`src/inc/cpo_pkg.sv`:
```
// package for the compare output and pwm unit: map, fields, codes and carriers
package cpo_pkg;
    localparam int AXI_ADDR_W = 8;
    localparam int NUM_TMR = 3;
    localparam int DUTY_W = 10;
    // narrow timers advance at a quarter of aclk
    localparam int QUARTER_DIV = 4;
    localparam logic [1:0] QUARTER_LAST = 2'(QUARTER_DIV - 1);

    // register byte offsets
    localparam logic [7:0] OFF_CTRL = 8'h00;
    localparam logic [7:0] OFF_DUTY_LO = 8'h04;
    localparam logic [7:0] OFF_DUTY_HI = 8'h08;
    localparam logic [7:0] OFF_TSEL = 8'h0C;
    localparam logic [7:0] OFF_PIN_DIR = 8'h10;
    localparam logic [7:0] OFF_PERIOD0 = 8'h14;
    localparam logic [7:0] OFF_TCTL0 = 8'h20;
    localparam logic [7:0] OFF_FLAGS = 8'h2C;
    localparam logic [7:0] OFF_TBASE = 8'h30;

    // field positions
    localparam int CTRL_EN_BIT = 7;
    localparam int CTRL_OUT_BIT = 5;
    localparam int CTRL_FMT_BIT = 4;
    localparam int TCTL_ON_BIT = 2;

    // reset values
    localparam logic [7:0] RST_PERIOD = 8'hFF;
    localparam logic RST_PIN_DIR = 1'b1;

    // mode field codes
    localparam logic [3:0] MODE_OFF = 4'h0;
    localparam logic [3:0] MODE_TOG_A = 4'h1;
    localparam logic [3:0] MODE_TOG_B = 4'h2;
    localparam logic [3:0] MODE_SET = 4'h8;
    localparam logic [3:0] MODE_CLR = 4'h9;
    localparam logic [3:0] MODE_SOFT = 4'hA;
    localparam logic [3:0] MODE_TRIG = 4'hB;
    localparam logic [3:0] MODE_PWM = 4'hF;

    // prescale codes
    localparam logic [1:0] TIMER_PRESCALE_FIELD_1 = 2'h0;
    localparam logic [1:0] TIMER_PRESCALE_FIELD_4 = 2'h1;
    localparam logic [1:0] TIMER_PRESCALE_FIELD_16 = 2'h2;
    localparam logic [1:0] TIMER_PRESCALE_FIELD_64 = 2'h3;

    localparam logic [1:0] RESP_OKAY = 2'h0;
    localparam logic [1:0] RESP_SLVERR = 2'h2;

    typedef struct packed {
        logic en;
        logic fmt;
        logic [3:0] mode;
    } cpo_ctrl_t;

    typedef struct packed {
        logic on;
        logic [1:0] timer_prescale_field;
    } cpo_tmr_cfg_t;
endpackage

```
`src/verilog/cpo_narrow_timer.sv`:
```
// 8-bit auto-reload time base with prescaler, clocked at a quarter of aclk
`timescale 1ns/1ns
`default_nettype none
module cpo_narrow_timer
    import cpo_pkg::*;
(
    input wire logic aclk,
    input wire logic aresetn,
    input wire cpo_tmr_cfg_t cfg,
    input wire logic [7:0] period,
    output logic [7:0] count,
    output logic [1:0] low2,
    output logic period_end
);
    typedef struct packed {
        logic [1:0] phase;
        logic [5:0] pre;
        logic [7:0] cnt;
    } cpo_tmr_state_t;

    cpo_tmr_state_t s_r;
    cpo_tmr_state_t s_nxt;
    logic [5:0] limit;
    logic quarter;
    logic inc;

    // phase runs free so the 1:1 time base always has valid low bits
    always_comb begin
        unique case (cfg.timer_prescale_field)
            TIMER_PRESCALE_FIELD_1: limit = 6'h00;
            TIMER_PRESCALE_FIELD_4: limit = 6'h03;
            TIMER_PRESCALE_FIELD_16: limit = 6'h0F;
            TIMER_PRESCALE_FIELD_64: limit = 6'h3F;
        endcase
        quarter = (s_r.phase == QUARTER_LAST);
        inc = cfg.on && quarter && (s_r.pre == limit);
        period_end = inc && (s_r.cnt == period);
        s_nxt = s_r;
        s_nxt.phase = s_r.phase + 2'h1;
        if (cfg.on && quarter) begin
            s_nxt.pre = inc ? 6'h00 : s_r.pre + 6'h01;
        end
        if (inc) begin
            s_nxt.cnt = period_end ? 8'h00 : s_r.cnt + 8'h01;
        end
        // low two time base bits follow clock phase or prescaler
        unique case (cfg.timer_prescale_field)
            TIMER_PRESCALE_FIELD_1: low2 = s_r.phase;
            TIMER_PRESCALE_FIELD_4: low2 = s_r.pre[1:0];
            TIMER_PRESCALE_FIELD_16: low2 = s_r.pre[3:2];
            TIMER_PRESCALE_FIELD_64: low2 = s_r.pre[5:4];
        endcase
    end

    always_ff @(posedge aclk) begin
        if (!aresetn) begin
            s_r <= '0;
        end else begin
            s_r <= s_nxt;
        end
    end

    assign count = s_r.cnt;
endmodule
`default_nettype wire

```
`src/verilog/cpo_unit.sv`:
```
// compare output and standard pwm unit with axi4-lite register access
// Behaviour
// - trigger and soft-interrupt modes: output high while wide timer equals compare pair
// - toggle modes: output inverts on each match
// - clear mode: output goes low on match
// - set mode: output goes high on match
// - unit output feeds peripherals and the pin
// - pwm mode makes a pwm signal of up to 10 bits
// - each unit selects its own narrow timer as pwm time base
// - period is (period reg + 1) times 4 clocks times prescale
// - at period end: timer clears, duty latched, output set unless duty zero
// - alignment bit picks where the 10 duty bits sit in high and low regs
// - duty regs writable anytime, take effect only at period end
// - 10-bit time base is timer plus clock phase or prescaler bits
// - time base equal to buffered duty drives pwm output low
// - high time is duty times clock times prescale
// - duty above period never clears, output keeps its level
// - postscaler has no effect on pwm period
// - all-zero control register releases the pin
// - resolution is log2 of 4 times (period + 1), 10 bits at 255
// - all-zero control register forces the compare latch low
`timescale 1ns/1ns
`default_nettype none
module cpo_unit
    import cpo_pkg::*;
(
    input wire logic aclk,
    input wire logic aresetn,
    input wire logic [AXI_ADDR_W-1:0] s_axi_awaddr,
    input wire logic s_axi_awvalid,
    output logic s_axi_awready,
    input wire logic [31:0] s_axi_wdata,
    input wire logic [3:0] s_axi_wstrb,
    input wire logic s_axi_wvalid,
    output logic s_axi_wready,
    output logic [1:0] s_axi_bresp,
    output logic s_axi_bvalid,
    input wire logic s_axi_bready,
    input wire logic [AXI_ADDR_W-1:0] s_axi_araddr,
    input wire logic s_axi_arvalid,
    output logic s_axi_arready,
    output logic [31:0] s_axi_rdata,
    output logic [1:0] s_axi_rresp,
    output logic s_axi_rvalid,
    input wire logic s_axi_rready,
    input wire logic [15:0] wide_timer_count,
    output logic unit_out,
    output logic pin_out,
    output logic pin_oe
);
    typedef struct packed {
        cpo_ctrl_t ctrl;
        logic [7:0] duty_lo;
        logic [7:0] duty_hi;
        logic [1:0] tsel;
        logic pin_dir;
        logic [NUM_TMR-1:0][7:0] period;
        logic [NUM_TMR-1:0][2:0] tcfg;
        logic [NUM_TMR-1:0] flags;
        logic [DUTY_W-1:0] duty_buf;
        logic start;
        logic cmp;
        logic pwm;
        logic out;
        logic match_d;
        logic aw_got;
        logic w_got;
        logic [AXI_ADDR_W-1:0] awaddr;
        logic [7:0] wdata;
        logic wstrb0;
        logic bvalid;
        logic [1:0] bresp;
        logic rvalid;
        logic [31:0] rdata;
        logic [1:0] rresp;
    } cpo_state_t;

    cpo_state_t s_r;
    cpo_state_t s_nxt;

    logic [NUM_TMR-1:0][7:0] tmr_count;
    logic [NUM_TMR-1:0][1:0] tmr_low2;
    logic [NUM_TMR-1:0] tmr_end;
    logic [1:0] sel;
    logic [DUTY_W-1:0] timebase;
    logic [DUTY_W-1:0] duty_value;
    logic period_end_sel;
    logic match;
    logic match_rise;
    logic pwm_mode;
    logic ctrl_zero;
    logic commit;
    logic wr_ctrl;
    logic [5:0] wword;

    // word index of a byte address, shared by write and read decode
    function automatic logic [5:0] word_of(input logic [AXI_ADDR_W-1:0] a);
        word_of = a[7:2];
    endfunction

    // timer select code 3 is spare and falls back to timer 0
    function automatic logic [1:0] timer_idx(input logic [1:0] t);
        timer_idx = (t == 2'h3) ? 2'h0 : t;
    endfunction

    // read mux; unmapped words answer slverr with zero data
    function automatic logic [32:0] read_word(input cpo_state_t s,
                                              input logic [5:0] w,
                                              input logic [DUTY_W-1:0] tb);
        logic [32:0] r;
        r = {1'b0, 32'h0000_0000};
        if (w == OFF_CTRL[7:2]) begin
            r[CTRL_EN_BIT] = s.ctrl.en;
            r[CTRL_OUT_BIT] = s.out;
            r[CTRL_FMT_BIT] = s.ctrl.fmt;
            r[3:0] = s.ctrl.mode;
        end else if (w == OFF_DUTY_LO[7:2]) begin
            r[7:0] = s.duty_lo;
        end else if (w == OFF_DUTY_HI[7:2]) begin
            r[7:0] = s.duty_hi;
        end else if (w == OFF_TSEL[7:2]) begin
            r[1:0] = s.tsel;
        end else if (w == OFF_PIN_DIR[7:2]) begin
            r[0] = s.pin_dir;
        end else if (w == OFF_FLAGS[7:2]) begin
            r[NUM_TMR-1:0] = s.flags;
        end else if (w == OFF_TBASE[7:2]) begin
            r[DUTY_W-1:0] = tb;
        end else begin
            r[32] = 1'b1;
            for (int i = 0; i < NUM_TMR; i++) begin
                if (w == 6'(OFF_PERIOD0[7:2] + i)) begin
                    r = {1'b0, 24'h000000, s.period[i]};
                end
                if (w == 6'(OFF_TCTL0[7:2] + i)) begin
                    r = {1'b0, 29'h00000000, s.tcfg[i]};
                end
            end
        end
        read_word = r;
    endfunction

    // three narrow timers; each unit picks one independently
    for (genvar g = 0; g < NUM_TMR; g++) begin : g_tmr
        cpo_narrow_timer u_tmr (
            .aclk(aclk),
            .aresetn(aresetn),
            .cfg(cpo_tmr_cfg_t'(s_r.tcfg[g])),
            .period(s_r.period[g]),
            .count(tmr_count[g]),
            .low2(tmr_low2[g]),
            .period_end(tmr_end[g])
        );
    end

    // time base and duty decode of the selected timer
    always_comb begin
        sel = timer_idx(s_r.tsel);
        timebase = {tmr_count[sel], tmr_low2[sel]};
        // period end comes from the reload itself, never from a postscaler
        period_end_sel = tmr_end[sel];
        if (s_r.ctrl.fmt) begin
            duty_value = {s_r.duty_hi, s_r.duty_lo[7:6]};
        end else begin
            duty_value = {s_r.duty_hi[1:0], s_r.duty_lo};
        end
        match = (wide_timer_count == {s_r.duty_hi, s_r.duty_lo});
        match_rise = match && !s_r.match_d;
        pwm_mode = (s_r.ctrl.mode == MODE_PWM);
        ctrl_zero = (s_r.ctrl == '0);
        commit = s_r.aw_got && s_r.w_got;
        wword = word_of(s_r.awaddr);
        wr_ctrl = commit && s_r.wstrb0 && (wword == OFF_CTRL[7:2]);
    end

    // whole next state: bus slave, registers, compare and pwm
    always_comb begin
        logic [32:0] rd;
        logic [NUM_TMR-1:0] clr;
        rd = '0;
        clr = '0;
        s_nxt = s_r;

        // write address and data are taken in either order
        if (s_axi_awvalid && s_axi_awready) begin
            s_nxt.aw_got = 1'b1;
            s_nxt.awaddr = s_axi_awaddr;
        end
        if (s_axi_wvalid && s_axi_wready) begin
            s_nxt.w_got = 1'b1;
            s_nxt.wdata = s_axi_wdata[7:0];
            s_nxt.wstrb0 = s_axi_wstrb[0];
        end
        if (s_axi_bvalid && s_axi_bready) begin
            s_nxt.bvalid = 1'b0;
        end
        // only byte lane 0 holds data; other lanes are ignored
        if (commit) begin
            s_nxt.aw_got = 1'b0;
            s_nxt.w_got = 1'b0;
            s_nxt.bvalid = 1'b1;
            rd = read_word(s_r, wword, timebase);
            s_nxt.bresp = rd[32] ? RESP_SLVERR : RESP_OKAY;
            if (s_r.wstrb0) begin
                if (wword == OFF_CTRL[7:2]) begin
                    s_nxt.ctrl.en = s_r.wdata[CTRL_EN_BIT];
                    s_nxt.ctrl.fmt = s_r.wdata[CTRL_FMT_BIT];
                    s_nxt.ctrl.mode = s_r.wdata[3:0];
                end
                // duty writes land in the staging regs at any time
                if (wword == OFF_DUTY_LO[7:2]) begin
                    s_nxt.duty_lo = s_r.wdata;
                end
                if (wword == OFF_DUTY_HI[7:2]) begin
                    s_nxt.duty_hi = s_r.wdata;
                end
                if (wword == OFF_TSEL[7:2]) begin
                    s_nxt.tsel = s_r.wdata[1:0];
                end
                if (wword == OFF_PIN_DIR[7:2]) begin
                    s_nxt.pin_dir = s_r.wdata[0];
                end
                if (wword == OFF_FLAGS[7:2]) begin
                    clr = s_r.wdata[NUM_TMR-1:0];
                end
                for (int i = 0; i < NUM_TMR; i++) begin
                    if (wword == 6'(OFF_PERIOD0[7:2] + i)) begin
                        s_nxt.period[i] = s_r.wdata;
                    end
                    if (wword == 6'(OFF_TCTL0[7:2] + i)) begin
                        s_nxt.tcfg[i] = s_r.wdata[TCTL_ON_BIT:0];
                    end
                end
            end
        end

        // read answers one cycle after the address is taken
        if (s_axi_rvalid && s_axi_rready) begin
            s_nxt.rvalid = 1'b0;
        end
        if (s_axi_arvalid && s_axi_arready) begin
            rd = read_word(s_r, word_of(s_axi_araddr), timebase);
            s_nxt.rvalid = 1'b1;
            s_nxt.rdata = rd[31:0];
            s_nxt.rresp = rd[32] ? RESP_SLVERR : RESP_OKAY;
        end

        // overflow flags: a set in the clearing cycle wins
        s_nxt.flags = (s_r.flags & ~clr) | tmr_end;

        // compare output latch
        s_nxt.match_d = match;
        if (ctrl_zero) begin
            s_nxt.cmp = 1'b0;
        end else begin
            unique case (s_r.ctrl.mode)
                MODE_TRIG, MODE_SOFT: s_nxt.cmp = match;
                MODE_TOG_A, MODE_TOG_B: begin
                    // edge only: the timer may sit on the match for many clocks
                    if (match_rise) begin
                        s_nxt.cmp = !s_r.cmp;
                    end
                end
                MODE_CLR: begin
                    if (match) begin
                        s_nxt.cmp = 1'b0;
                    end
                end
                MODE_SET: begin
                    if (match) begin
                        s_nxt.cmp = 1'b1;
                    end
                end
                default: s_nxt.cmp = s_r.cmp;
            endcase
        end

        // pwm: double-buffered duty, set at period start, clear on match
        s_nxt.start = period_end_sel;
        if (period_end_sel) begin
            s_nxt.duty_buf = duty_value;
        end
        if (!pwm_mode) begin
            s_nxt.pwm = 1'b0;
        end else if (timebase == s_r.duty_buf) begin
            s_nxt.pwm = 1'b0;
        end else if (s_r.start) begin
            // duty above the period never matches, so the level holds
            s_nxt.pwm = (s_r.duty_buf != '0);
        end

        s_nxt.out = pwm_mode ? s_nxt.pwm : s_nxt.cmp;
    end

    always_ff @(posedge aclk) begin
        if (!aresetn) begin
            s_r <= '0;
            s_r.pin_dir <= RST_PIN_DIR;
            s_r.period <= {NUM_TMR{RST_PERIOD}};
        end else begin
            s_r <= s_nxt;
        end
    end

    // bus handshakes and pin drive
    assign s_axi_awready = !s_r.aw_got && !s_r.bvalid;
    assign s_axi_wready = !s_r.w_got && !s_r.bvalid;
    assign s_axi_bvalid = s_r.bvalid;
    assign s_axi_bresp = s_r.bresp;
    assign s_axi_arready = !s_r.rvalid;
    assign s_axi_rvalid = s_r.rvalid;
    assign s_axi_rdata = s_r.rdata;
    assign s_axi_rresp = s_r.rresp;
    assign unit_out = s_r.out;
    assign pin_out = s_r.out;
    // trigger and soft modes never claim the pin
    assign pin_oe = !ctrl_zero && s_r.ctrl.en && !s_r.pin_dir
                    && (s_r.ctrl.mode != MODE_TRIG)
                    && (s_r.ctrl.mode != MODE_SOFT);
endmodule
`default_nettype wire

```
`config.mk`:
```
export PLATFORM = sky130hd
export DESIGN_NAME = cpo_unit
export DESIGN_NICKNAME = d
export VERILOG_FILES = /design/src/inc/cpo_pkg.sv /design/src/verilog/cpo_narrow_timer.sv /design/src/verilog/cpo_unit.sv
export SDC_FILE = /design/constraint.sdc
export NUM_CORES = 1
export LEC_CHECK = 0
export BUFFER_PORTS_ARGS = -buffer_cell sky130_fd_sc_hd__buf_2
export CAP_MARGIN = 30
export CORE_MARGIN = 2
export CORE_UTILIZATION = 55
export CTS_CLUSTER_DIAMETER = 80
export DETAILED_ROUTE_END_ITERATION = 8
export PLACE_DENSITY = 0.82
export SETUP_SLACK_MARGIN = 0.4
export SYNTH_ARGS = -nofsm -noshare
export SYNTH_HDL_FRONTEND = slang
export SYNTH_SLANG_ARGS = --single-unit
```
`constraint.sdc`:
```
create_clock -name aclk -period 2.1 [get_ports aclk]
set_input_delay 0.21 -clock aclk [delete_from_list [all_inputs] [get_ports aclk]]
set_output_delay 0.21 -clock aclk [all_outputs]
set_load 0.005 [all_outputs]
```
==> results of run 1 <==
worst reg2reg max path, stage by stage, from the launching register on:
cell	delay (ns)
dfxtp_1	0.61
xnor2_1	0.22
nand4_1	0.20
nor2_2	0.24
nand3_4	0.15
o211ai_4	0.31
o211ai_4	0.20
o2bb2ai_1	0.17
logic make-up (layout without fill, tap and decap cells):
| kind of cell | after synthesis | count (layout) |
|---|---|---|
| other cells | 1 | 24 |
| simple gates | 377 | 377 |
| mux | 106 | 106 |
| fa+ha+maj | 9 | 9 |
| compound gates | 160 | 161 |
| xor+xnor | 84 | 84 |
| buf+inv | 98 | 206 |
| flops | 155 | 155 |
power groups by stage:
stage	registers (mW)	logic [mW]	clock network (mW)
2_1_floorplan	3.09	0.333	0
3_3_place_gp	3.12	0.417	0
3_5_place_dp	3.12	0.425	0
4_1_cts	3.05	0.445	3.25
5_1_grt	3.06	0.522	3.37
6_report	3.06	0.483	3.26
layout by cell type, fill, tap and decap left out, types with 15 or more instances in the layout:
cell type and instances:
a21oi_1 46, buf_2 63, buf_4 73, buf_6 22, clkbuf_16 17, conb_1 24
dfxtp_1 137, mux2i_1 95, nand2_1 102, nand3_1 16, nand4_1 31, nor2_1 100
nor3_1 15, o21ai_0 19, xnor2_1 54, xor2_1 21
through the flow:
stage          cells  TNS, ns  area (um^2)
5_1_grt         1333   -0.860        11000
4_1_cts         1322        0        10500
2_1_floorplan   1013        0         8730
3_3_place_gp    1267        0         9300
6_report        1333   -0.502        11000
3_5_place_dp    1267        0         9300
area by class of cell:
class	instances	area, um^2
fill	982	4280
timing repair buffer	165	1250
clock inverter	14	185
tap	211	264
sequential	155	3140
multi-input combinational	761	5670
clock buffer	18	439
inverter	9	33.8
worst max path at each step:
stage	endpoint	cells after the start	slack (ns)
finish	s_r[65]	7	-0.08
global route	s_r[66]	7	-0.12
CTS	pin_out	9	0.11
detailed placement	s_r[65]	8	0.02
global placement	s_axi_rdata[1]	6	0.09
floorplan	s_r[70]	8	0.26
what timing repair did:
| item | 4_1_cts | 5_1_grt |
|---|---|---|
| cloned | 3 | 0 |
| hold buffers | 1 | 0 |
| resized for setup | 85 | 85 |
| endpoints found under the setup margin | 65 | 98 |
| setup buffers | 19 | 11 |
| pin swaps | 46 | 33 |
| hold endpoints to repair | 1 | 0 |
registers in the layout (all words and copies together), names as in the netlist:
name               cells
s_axi_rvalid           1
s_axi_bresp            1
g_tmr.u_tmr.s_r       24
pin_out                1
g_tmr.u_tmr.count     24
s_axi_rresp            1
s_r                   92
s_axi_rdata           10
s_axi_bvalid           1
metal layers:
layer  global-route usage [%]  share of wire (%)
met4                     15.4                5.7
met5                        0                  0
met2                     51.8                 45
met1                     42.7                 38
met3                     7.14                 11
==> results.json, run 1 <==
{
  "status": "finished, violations left",
  "violations": "negative setup slack",
  "syn_avg_cell_area_um2": 8.69,
  "internal_power_mw": 5.09,
  "yosys_register_bits": 155,
  "synth_compound_area_share_pct": 12.7,
  "clockBufferDepth": 2,
  "drtAntennaViolNets": 0,
  "yosysMostFrequentCell": "dfxtp_1",
  "reg2regPathDepth": 7,
  "num_antenna_cells": 0,
  "synth.area.top_cells": "dfxtp_1 (36%), mux2i_1 (12%), xnor2_1 (6.4%), nor2_1 (4.9%), nand2_1 (4.8%)",
  "critPathKind": "reg2reg",
  "grt_pass1_wl_mm": 42.0,
  "r2r_slack_ns": -0.08,
  "fin_ws_ns": -0.0837,
  "rsz0062_at_grt": "true",
  "synth_area_leader_cell": "dfxtp_1",
  "hold_end": "s_r[42]",
  "crit_fanout": 5,
  "start_util_pct": 56.4,
  "hold_depth": 3,
  "max_freq_ghz": 0.458,
  "hpwlAfterDp_mm": 17.5,
  "vias_per_cell": 6.36,
  "slew_headroom_pct": 54.0,
  "insertion_delay_ns": 0.43,
  "finalPower_mw": 6.80,
  "gp_congestion": 0.973,
  "synth_top_family_by_area": "simple AND/OR/NAND/NOR gates",
  "cap_viol_max_count": 0,
  "port_buffers": 63,
  "drtIter0Drc": 1204,
  "synthSimpleGateAreaFrac_pct": 21.6,
  "setup_viol": 10,
  "grt_max_degree": 41,
  "slowest_delay_ns": 0.61,
  "first_pass_iters": 6,
  "combinationalPowerShare_pct": 7.1,
  "crit_arrival_ns": 2.54,
  "cts_tree": "done",
  "syn_area_mm2": 0.00860,
  "synthAdderAreaFrac_pct": 1.31,
  "yosysWarnings": 0,
  "path_buf_inv": 0,
  "antenna_found_initial": 0,
  "synth_mux_area_share_pct": 13.2,
  "worstMarginPinSlew_ns": 0.689,
  "clk_pin_slew_ns": 0.07,
  "dpl_worst_slack_ns": 0.0236,
  "fin_util_pct": 71.9,
  "ir_worst_vdd_mv": 0.637,
  "die_y_um": 129,
  "min_from": "s_axi_wdata[3]",
  "syn_inst": 990,
  "hold_path_class": "in2reg",
  "synth_top_area_share_pct": 36.1,
  "synth_ff_type": "dfxtp_1",
  "r2r-start": "g_tmr[2].u_tmr.count[0]",
  "async_flop_share_pct": 0,
  "crit_start": "g_tmr[2].u_tmr.count[0]",
  "min_period_over_period_pct": 104,
  "startpoint_type": "register",
  "htreeDepth": 4,
  "power_switching_mw": 1.70,
  "pwr_density_cell_mw_per_mm2": 619,
  "routedWlPerCell_um": 21.7,
  "seq_area_frac_synth_pct": 36.1,
  "hold_viol": 0,
  "synthTopCellsByCount": "dfxtp_1 (155), nor2_1 (113), nand2_1 (109)",
  "clock_sinks": 155,
  "worst_r2r_endpoint": "s_r[65]",
  "crit_family": "compound AO/OA/AOI/OAI gates",
  "cts_inserted_buffers": 17,
  "crit_chain": "xnor2_1 -> nand4_1 -> nor2_2 -> nand3_4 -> o211ai_4 -> o211ai_4 -> o2bb2ai_1",
  "fin_hold_ws_ns": 0.00868,
  "cts_root_buf": "clkbuf_16",
  "clock_skew_ns": 0.0107,
  "p_clk_share_pct": 47.9,
  "synth_cell_types": 77,
  "nets": 1193,
  "die_w_um": 129,
  "fin_crit_ns": 2.18,
  "synth_edf_count": 0,
  "path_common_cell": "o211ai_4",
  "layout-drive-gt1-share_pct": 30.7,
  "grt_usage_pct": 32.7,
  "cp.required_ns": 2.45,
  "drc": 0,
  "core_area_mm2": 0.0153,
  "grt_pass1_vias": 7877,
  "p_leak_nw": 4.12,
  "slowest_stage": "dfxtp_1",
  "wl_mm": 28.9,
  "synth_xor_area_share_pct": 8.56,
  "drv_slew": 0,
  "swShare_pct": 25.1,
  "pin_count": 119,
  "overflow": 0,
  "fp-row-count": 45,
  "die_area_mm2": 0.0167,
  "areaGrowthSynthToFinish_pct": 27.7,
  "vias": 8473,
  "endpoint_kind": "register",
  "seq_power_share_pct": 45.0
}
No activity file was read; power rests on OpenSTA's default activity.
==> run 2: changes to the inputs <==
CORE_UTILIZATION = 45   (was 55)
CTS_BUF_LIST = sky130_fd_sc_hd__clkbuf_16   (was default)
PLACE_DENSITY = 0.7   (was 0.82)
SKIP_LAST_GASP = 1   (was default)
==> run 2 against run 1 <==
Effect of this change:
- the run now ends clean
- sequential share of layout area up 0.13 points
- critical path depth up 1
- critical endpoint is now pin_out
- routed wire length down 8.1%
- sequential power about the same
- critical path type unchanged
- largest power group is now sequential cells
- design area up 0.21%
- via count down 5.8%
- count of clock-buffer cells in the layout down 1
==> results.json, run 2 (same netlist as run 1, synthesis figures left out) <==
{
  "crit_fanout": 7,
  "finalInstanceArea_mm2": 0.0110,
  "grt_pass1_wl_mm": 39.2,
  "final_common_cell": "dfxtp_1",
  "core_area_mm2": 0.0187,
  "cts_tree": "done",
  "die_y_um": 142,
  "vias": 7979,
  "drtIter0Drc": 985,
  "drtAntennaViolNets": 0,
  "htreeDepth": 4,
  "drc": 0,
  "overflow": 0,
  "status": "finished, final reports clean",
  "num_antenna_cells": 0,
  "grt_usage_pct": 25.2,
  "drv_slew": 0,
  "first_pass_iters": 6,
  "layout-drive-gt1-share_pct": 31.2,
  "crit_arrival_ns": 2.40,
  "setup_viol": 0,
  "hold_path_class": "in2reg",
  "cap_viol_max_count": 0,
  "wl_mm": 26.5,
  "cts_root_buf": "clkbuf_16",
  "largest_reg_flops": 92,
  "pin_count": 119,
  "clock_sinks": 155,
  "final_cell_mix": "dfxtp_1 (128), nor2_1 (107), nand2_1 (100)",
  "grt_max_degree": 39,
  "endpoint_kind": "register",
  "clockBufferDepth": 2,
  "gp_congestion": 0.905,
  "start_util_pct": 46.0,
  "setup_tns_ns": 0,
  "insertion_delay_ns": 0.43,
  "ir_worst_vdd_mv": 0.691,
  "dpl-instance-area_mm2": 0.00934,
  "top_register": "s_r",
  "startpoint_type": "register",
  "cp.required_ns": 2.43,
  "rsz0062_at_grt": "true",
  "hpwlAfterDp_mm": 17.8,
  "areaGrowthSynthToFinish_pct": 27.9,
  "p_leak_nw": 4.12,
  "critPathKind": "reg2reg",
  "fp-row-count": 50,
  "max_freq_ghz": 0.482,
  "hold_viol": 0,
  "pwr_density_cell_mw_per_mm2": 596,
  "routedWlPerCell_um": 19.4,
  "worstMarginPinSlew_ns": 0.675,
  "port_buffers": 63,
  "grt_pass1_vias": 7220,
  "die_w_um": 142,
  "antenna_found_initial": 0,
  "fin_crit_ns": 2.07,
  "nets": 1203,
  "min_period_over_period_pct": 98.7,
  "slew_headroom_pct": 54.9,
  "die_area_mm2": 0.0202,
  "vias_per_cell": 5.85,
  "clock_skew_ns": 0.00865,
  "cts_inserted_buffers": 17,
  "clk_pin_slew_ns": 0.06
}
-- run 2: power breakdown --
part,total (mW),internal [mW],switching (mW)
logic,0.487,0.201,0.286
clock network,3.02,1.74,1.28
registers,3.05,2.98,0.0757
total,6.55,4.92,1.64
-- run 2: per-layer routing --
metal / global-route usage [%] / vias up / routed length, um
met5: 0 / - / 0
met1: 33.3 / 3777 / 11200
met2: 40.4 / 433 / 12200
met4: 9.63 / 0 / 864
met3: 5.22 / 72 / 2250
li1: - / 3697 / -
-- run 2: worst max-delay path: stages, from the launching register on --
cell	delay [ns]
dfxtp_4	0.43
buf_12	0.16
mux2i_1	0.25
mux2i_2	0.13
xnor2_1	0.20
nand4_1	0.15
nor4_2	0.33
a31oi_1	0.14
a21o_1	0.18
-- run 2: cell type report --
cell class	instances	area (um^2)
fillers	1533	7700
multi-input cells	761	5570
flip-flops and latches	155	3160
repair buffers	175	1370
clock buffers	17	425
well taps	234	293
clock inverters	14	149
inverters	9	33.8
-- run 2: through the flow --
step	std cells	worst slack [ns]	total power, mW	hold slack [ns]	utilization [%]
after floorplan	1013	0.255	3.42	0.309	-
after global placement	1290	0.0593	3.55	0.399	49.9
after detailed placement	1290	0.0267	3.56	0.405	49.9
after CTS	1349	0.128	6.54	0.000361	56.3
after global routing	1365	0.000740	6.75	0.0162	58.8
final	1365	0.0267	6.55	0.0132	58.8
-- run 2: timing repair --
action | 4_1_cts | 5_1_grt
pin swaps | 54 | 46
endpoints found under the setup margin | 58 | 101
hold endpoints to repair | 1 | 0
resized for setup | 86 | 77
hold buffers | 1 | 0
setup buffers | 25 | 14
cloned | 2 | 2
-- run 2: worst paths after layout --
| kind | from | end | slack, ns | cells after the start |
|---|---|---|---|---|
| setup / recovery | s_r[109] | pin_out | 0.03 | 8 |
| hold / removal | s_axi_wdata[6] | s_r[45] | 0.01 | 3 |
| hold reg to reg | s_r[38] | s_r[38] | 0.45 | 2 |
| setup reg to reg | s_r[109] | pin_out | 0.03 | 8 |
